<file path="config.mk">
export PLATFORM = sky130hd
export DESIGN_NAME = cec_top
export DESIGN_NICKNAME = d
export VERILOG_FILES = /design/src/cec_pkg.sv /design/src/cec_sync.sv /design/src/cec_top.sv
export SDC_FILE = /design/constraint.sdc
export NUM_CORES = 1
export LEC_CHECK = 0
export BUFFER_PORTS_ARGS = -buffer_cell sky130_fd_sc_hd__buf_2
export CORE_MARGIN = 2
export CORE_UTILIZATION = 54
export DETAILED_ROUTE_END_ITERATION = 7
export PLACE_DENSITY_LB_ADDON = 0.05
export SETUP_SLACK_MARGIN = 0.3
export SYNTH_ARGS = -nofsm -noshare
export SYNTH_HDL_FRONTEND = slang
export SYNTH_HIERARCHICAL = 1
export SYNTH_SLANG_ARGS = --single-unit
</file>
<file path="constraint.sdc">
create_clock -name clk_sys -period 2.2 [get_ports clk_sys]
set_input_delay 0.44 -clock clk_sys [delete_from_list [all_inputs] [get_ports clk_sys]]
set_output_delay 0.44 -clock clk_sys [all_outputs]
set_load 0.02 [all_outputs]
</file>
<file path="src/cec_pkg.sv">
/*
 * Constants for the comparator event control block: register
 * addresses, field positions, reset values and settling counts.
 * Assumes one 50 MHz bus clock and an 8-bit register port.
 */
// Notes on behaviour
// [RL1] Bit 7 of the control register enables the comparator function.
// [RL2] Bit 6 picks the positive pin (0) or internal reference (1).
// [RL3] The output is high when the positive input exceeds the negative one.
// [RL4] Bit 5 is set by each compare event of the selected event mode.
// [RL5] Writing one to bit 5 clears it, writing zero leaves it alone.
// [RL6] Interrupt is requested while bit 5 and the enable in bit 4 are set.
// [RL7] Bit 3 reads back the present comparator output level.
// [RL8] Bit 3 is reset to zero and reads zero while the module is off.
// [RL9] Bit 2 drives the comparator output onto the output pin.
// [RL10] Mode bits 1:0: 00 and 10 fall, 01 rise, 11 either edge.
// [RL11] All enable, select, flag and status bits sit in one 8-bit register; edge status and mask bits sit apart in ADDR_INT_STAT and ADDR_INT_MASK.
// [RL12] With the output pin not bonded, bit 2 is reserved with no effect.
// [RL13] Leaving deep stop, or stop with reset, restores reset values.
// [RL14] The raw output passes two flip-flops before any use.
// [RL15] Edges count only while enabled; enabling makes no false event.
package cec_pkg;
	// Register addresses
	localparam logic [3:0] ADDR_CTRL = 4'h0;
	localparam logic [3:0] ADDR_INT_STAT = 4'h1;
	localparam logic [3:0] ADDR_INT_MASK = 4'h2;
	// Control register field positions
	localparam int BIT_EN = 7;
	localparam int BIT_REF = 6;
	localparam int BIT_FLAG = 5;
	localparam int BIT_IE = 4;
	localparam int BIT_LIVE = 3;
	localparam int BIT_OPE = 2;
	localparam int MODE_HI = 1;
	localparam int MODE_LO = 0;
	// Interrupt status bit positions
	localparam int STAT_RISE = 0;
	localparam int STAT_FALL = 1;
	// Event mode encodings
	localparam logic [1:0] MODE_FALL0 = 2'h0;
	localparam logic [1:0] MODE_RISE = 2'h1;
	localparam logic [1:0] MODE_FALL2 = 2'h2;
	localparam logic [1:0] MODE_BOTH = 2'h3;
	// Reset values
	localparam logic [7:0] CTRL_RST = 8'h00;
	localparam logic [1:0] INT_RST = 2'h0;
	// Cycles after enable before edges count
	localparam logic [1:0] SETTLE_CYCLES = 2'h3;
	// Output pin not bonded out on this part
	localparam logic PIN_BONDED = 1'b0;
endpackage

</file>
<file path="src/cec_sync.sv">
/*
 * Two-stage level synchroniser.
 * Assumes the input is asynchronous to clk_sys.
 */
`timescale 1ns/1ns
module cec_sync (
	// Clock and reset
	input wire logic clk_sys,
	input wire logic reset_n,
	// Level in and out
	input wire logic asyncIn,
	output logic syncOut
);
	logic stage1_reg;
	logic stage2_reg;

	// First stage feeds only the second
	always_ff @(posedge clk_sys or negedge reset_n) begin
		if (!reset_n) begin
			stage1_reg <= 1'b0;
			stage2_reg <= 1'b0;
		end else begin
			stage1_reg <= asyncIn;
			stage2_reg <= stage1_reg;
		end
	end

	assign syncOut = stage2_reg;
endmodule

</file>
<file path="src/cec_top.sv">
/*
 * Comparator event control: control register, edge detection,
 * sticky event flag, interrupt and output pin drive.
 * Assumes the raw comparator level is asynchronous and a power
 * controller on clk_sys pulses lowPowerReset on deep stop exit.
 */
`timescale 1ns/1ns
module cec_top
	import cec_pkg::*;
(
	// Clock and reset
	input wire logic clk_sys,
	input wire logic reset_n,
	input wire logic lowPowerReset,
	// Register port
	input wire logic [3:0] regAddr,
	input wire logic [7:0] regWdata,
	input wire logic regWr,
	input wire logic regRd,
	output logic [7:0] regRdata,
	// Interrupt
	output logic irqOut,
	// Analog comparator
	input wire logic rawCompOut,
	output logic compEnable,
	output logic refSelect,
	output logic compOutPin
);
	// Whole block state, control fields first
	typedef struct packed {
		logic en;
		logic refSel;
		logic flag;
		logic ie;
		logic live;
		logic ope;
		logic [1:0] mode;
		logic prevOut;
		logic [1:0] settle;
		logic [1:0] intStat;
		logic [1:0] intMask;
		logic [7:0] rdata;
		logic irq;
		logic pin;
	} cec_state_t;

	cec_state_t s_reg;
	cec_state_t s_next;
	logic syncOut;
	logic wrCtrl;
	logic rdStat;
	logic wrMask;
	logic settled;
	logic rise;
	logic fall;
	logic evt;
	logic [7:0] ctrlView;

	// Raw level is asynchronous, two stages first
	cec_sync u_sync ( // [RL14]
		.clk_sys(clk_sys),
		.reset_n(reset_n),
		.asyncIn(rawCompOut), // high means positive above negative [RL3]
		.syncOut(syncOut)
	);

	// Register decode
	assign wrCtrl = regWr && (regAddr == ADDR_CTRL);
	assign rdStat = regRd && (regAddr == ADDR_INT_STAT);
	assign wrMask = regWr && (regAddr == ADDR_INT_MASK);

	// Control register as software sees it
	always_comb begin
		ctrlView = CTRL_RST;
		ctrlView[BIT_EN] = s_reg.en; // [RL11]
		ctrlView[BIT_REF] = s_reg.refSel;
		ctrlView[BIT_FLAG] = s_reg.flag;
		ctrlView[BIT_IE] = s_reg.ie;
		ctrlView[BIT_LIVE] = s_reg.live; // [RL7]
		ctrlView[BIT_OPE] = s_reg.ope & PIN_BONDED; // reserved here [RL12]
		ctrlView[MODE_HI:MODE_LO] = s_reg.mode;
	end

	// Edges only after the synchroniser has refilled since enable
	assign settled = s_reg.en && (s_reg.settle == SETTLE_CYCLES); // [RL15]
	assign rise = settled && syncOut && !s_reg.prevOut;
	assign fall = settled && !syncOut && s_reg.prevOut;

	// Event mode decode
	always_comb begin
		case (s_reg.mode)
			MODE_RISE: evt = rise; // [RL10]
			MODE_BOTH: evt = rise | fall; // [RL10]
			MODE_FALL0: evt = fall; // [RL10]
			MODE_FALL2: evt = fall;
			default: evt = fall;
		endcase
	end

	// Next state
	always_comb begin
		s_next = s_reg;
		s_next.prevOut = syncOut;
		// Control fields from software
		if (wrCtrl) begin
			s_next.en = regWdata[BIT_EN]; // [RL1]
			s_next.refSel = regWdata[BIT_REF]; // [RL2]
			s_next.ie = regWdata[BIT_IE];
			s_next.ope = regWdata[BIT_OPE];
			s_next.mode = regWdata[MODE_HI:MODE_LO];
		end
		// Count only once enable is registered: the comparator's power-up
		// swing must leave the synchroniser before edges count
		if (!s_reg.en || !s_next.en) begin
			s_next.settle = 2'h0;
		end else if (s_reg.settle != SETTLE_CYCLES) begin
			s_next.settle = s_reg.settle + 2'h1;
		end
		// Live output, forced low while off
		s_next.live = s_next.en & syncOut; // [RL8]
		// Write one clears, an event in the same cycle wins
		s_next.flag = (s_reg.flag & ~(wrCtrl & regWdata[BIT_FLAG])) // [RL5]
			| evt; // [RL4]
		// Sticky edge status, cleared by read, set wins
		s_next.intStat = (rdStat ? INT_RST : s_reg.intStat) | {fall, rise};
		if (wrMask) begin
			s_next.intMask = regWdata[1:0];
		end
		// Read data stand one cycle after the strobe
		s_next.rdata = 8'h00;
		if (regRd) begin
			case (regAddr)
				ADDR_CTRL: s_next.rdata = ctrlView;
				ADDR_INT_STAT: s_next.rdata = {6'h00, s_reg.intStat};
				ADDR_INT_MASK: s_next.rdata = {6'h00, s_reg.intMask};
				default: s_next.rdata = 8'h00;
			endcase
		end
		// Deep stop exit restores every control bit
		if (lowPowerReset) begin // [RL13]
			s_next = '0;
			s_next.prevOut = syncOut;
		end
		// Interrupt needs the enable bit; edges may add to the flag
		s_next.irq = s_next.ie
			& (s_next.flag | (|(s_next.intStat & s_next.intMask))); // [RL6]
		// Pin only where the output is bonded out
		s_next.pin = PIN_BONDED & s_next.ope & s_next.live; // [RL9] [RL12]
	end

	// State register
	always_ff @(posedge clk_sys or negedge reset_n) begin
		if (!reset_n) begin
			s_reg <= '0;
		end else begin
			s_reg <= s_next;
		end
	end

	// Outputs come straight from the state register
	assign regRdata = s_reg.rdata;
	assign irqOut = s_reg.irq;
	assign compEnable = s_reg.en;
	assign refSelect = s_reg.refSel;
	assign compOutPin = s_reg.pin;
endmodule

</file>
==> metrics.md <==
| Metric | Value |
|---|---|
| Count leader, synth | `dfrtp_1` |
| Flop pwr share | `54.7%` |
| Worst R2R Path Depth | `5` |
| Clock Skew | `0.00741 ns` |
| Layout cells sized above 1 | `25.2%` |
| Post-Syn Instances | `103` |
| Sequential element share of the synthesized area | `54.7%` |
| First-pass DRT Iterations | `4` |
| Sw frac | `20.6%` |
| Worst min path class | `input pin to async pin` |
| Cell area after synthesis | `1100 sq um` |
| Post-CTS Setup Bufs | `0` |
| Final worst path period share | `67.0%` |
| Clock root buffer | `clkbuf_4` |
| Crit path time final | `1.47 ns` |
| Via density | `5.12` |
| Leakage | `0.632 nW` |
| CTS tree | `built` |
| CP max FO | `3` |
| Fin area | `1240 sq um` |
| P_sw | `0.000169 W` |
| Rows | `16` |
| Initial Util | `56.5%` |
| # H-tree levels | `1` |
| Final Wtd Congestion | `0.845` |
| Fmax | `0.678 GHz` |
| Largest net degree at the start of global routing | `25` |
| Commonest cells post-synth | `24 x dfrtp_1, 15 x nor2_1, 9 x buf_4` |
| Cts bufs inserted | `3` |
| Worst Setup Start Kind | `flip-flop` |
| Clock Latency Late Sink | `0.31 ns` |
| RSZ-0062 raised after global routing | `false` |
| Ys Warns | `6` |
| Inserted Diodes | `0` |
| Placement Cell Area | `1190 sq um` |
| Synth top area share | `54.7%` |
| PD cells | `659 nW/um^2` |
| Fin. max-slew vios | `0` |
| Vias | `768` |
| Reg2reg start | `s_reg[14]` |
| Boundary Pins | `30` |
| Rel. slew slack | `65.7%` |
| CP required | `2.41 ns` |
| Layout area overhead | `13.3%` |
| Total gr overflow | `0` |
| Clock buffer depth | `2` |
| Power Internal | `0.000650 W` |
| Synth area leaders | `dfrtp_1 55%, buf_4 6.2%, nor2_1 5.1%, mux2i_1 4.6%, and2_1 2.9%` |
| Post-route DRC | `0` |
| Worst vdd ir | `0.372 mV` |
| First-pass GRT wire length | `3.28 mm` |
| Average cell area after synthesis | `10.7 sq um` |
| Combinational fraction of design power | `6.7%` |
| HPWL after DPL | `1.39 mm` |
| Final Hold Viols | `0` |
| Status | `finished, final reports clean` |
| Core area | `1940 sq um` |
| Die Span Y | `49.1 um` |
| Worst Max-Slew Pin Slew | `0.515 ns` |
| Predominant post-synthesis flop cell | `dfrtp_1` |
| Setup TNS | `0 ns` |
| Number of synthesized flops with an enable pin | `0` |
| Worst EP arrival | `1.69 ns` |
| Vias in the first global route | `752` |
| Post-synth ARST share | `100%` |
| Routed Antenna Nets | `0` |
| R2r endpoint | `irqOut` |
| Critical path type | `flip-flop to flip-flop` |
| Final std cells w/o fill | `150` |
| Clock Power Share | `38.5%` |
| Hold-fix buffers, CTS | `0` |
| Placed Cells incl. Taps | `146` |
| Initial antenna violation count | `0` |
| Total Die Area | `2410 sq um` |
| Flop2flop setup slack | `0.73 ns` |
| Clock slew at reported path FFs | `0.13 ns` |
| Drt first-iter violations | `11` |
| Wire length per cell | `12.4 um` |
| Die Span X | `49.1 um` |
| # setup viols final | `0` |
| Final nets | `143` |
| GRT Total Usage | `17.6%` |
| Final wirelength | `1.85 mm` |
| Port bufs | `25` |
| Post-CTS Resized | `0` |
| Largest area contributor in the netlist | `dfrtp_1` |
| Crit. End Element | `flip-flop` |
| Synth Register Bits | `24` |
| Clock sink total | `24` |
| Max cap viols | `0` |
| Post-synth cell types | `28` |
[stage by stage]
step	worst slack [ns]	utilization, %	hold WS, ns	total power [W]
global route	0.640	64.0	0.102	0.000862
CTS	0.718	64.0	0.0934	0.000827
finish	0.725	64.0	0.0722	0.000819
detailed placement	0.418	61.3	0.343	0.000512
global placement	0.453	61.3	0.337	0.000511
floorplan	0.741	-	0.144	0.000484
[critical path, stage by stage, from the launching register on]
cell      delay, ns
dfrtp_1        0.39
ha_1           0.22
nand2_1        0.11
nor2b_1        0.18
o221ai_1       0.16
a311oi_1       0.31
[cell type report]
| cell class | instances | area [sq um] |
|---|---|---|
| Fill cell | 169 | 698 |
| Clock buffer | 3 | 22.5 |
| Inverter | 1 | 3.75 |
| Sequential cell | 24 | 601 |
| Multi-Input combinational cell | 68 | 420 |
| Clock inverter | 1 | 30.0 |
| Tap cell | 27 | 33.8 |
| Timing Repair Buffer | 26 | 133 |
[layer usage]
layer | track usage (%) | vias up | part of all wire, %
met5 | 0 | - | 0
met4 | 5.71 | 0 | 1.1
met3 | 2.76 | 4 | 4.8
met2 | 28.4 | 23 | 46
met1 | 24.4 | 360 | 48
li1 | - | 381 | -
[how the worst max path moves through the flow]
stage / from / endpoint / slack, ns / cells after the start
finish: s_reg[14] / irqOut / 0.73 / 5
global route: s_reg[14] / irqOut / 0.64 / 5
CTS: s_reg[14] / irqOut / 0.72 / 5
detailed placement: regAddr[3] / irqOut / 0.42 / 5
global placement: regAddr[3] / irqOut / 0.45 / 5
floorplan: regAddr[0] / irqOut / 0.74 / 5
[placed cells by master (no fill, tap or decap), drive strengths merged, types with 2 or more instances in the layout]
master,n
nand3,5
o21a,2
buf,26
o221ai,2
nand2,5
nor2b,5
nor2,15
a21oi,5
and3,2
nor3b,2
conb,2
clkbuf,3
dfrtp,24
and2,5
mux2i,5
a21boi,4
[kinds of logic (layout without fill, tap and decap cells)]
group	after synthesis	count (layout)	synth area share (%)
XOR/XNOR	1	1	0.798
AND/OR/NAND/NOR	42	42	20.2
multiplexers	5	5	4.56
flip-flops	24	24	54.7
adder cells (fa/ha/maj)	1	1	1.14
AO/OA/AOI/OAI	17	17	10.9
other	1	2	0.342
buffers and inverters	12	31	7.30
[power by group through the flow]
stage	registers [W]	clock network, W	logic [W]
finish	0.000448	0.000316	0.0000550
global route	0.000449	0.000351	0.0000617
CTS	0.000448	0.000323	0.0000557
detailed placement	0.000457	0	0.0000554
global placement	0.000457	0	0.0000547
floorplan	0.000457	0	0.0000270
Note: power is estimated with default switching activity, not from simulation.
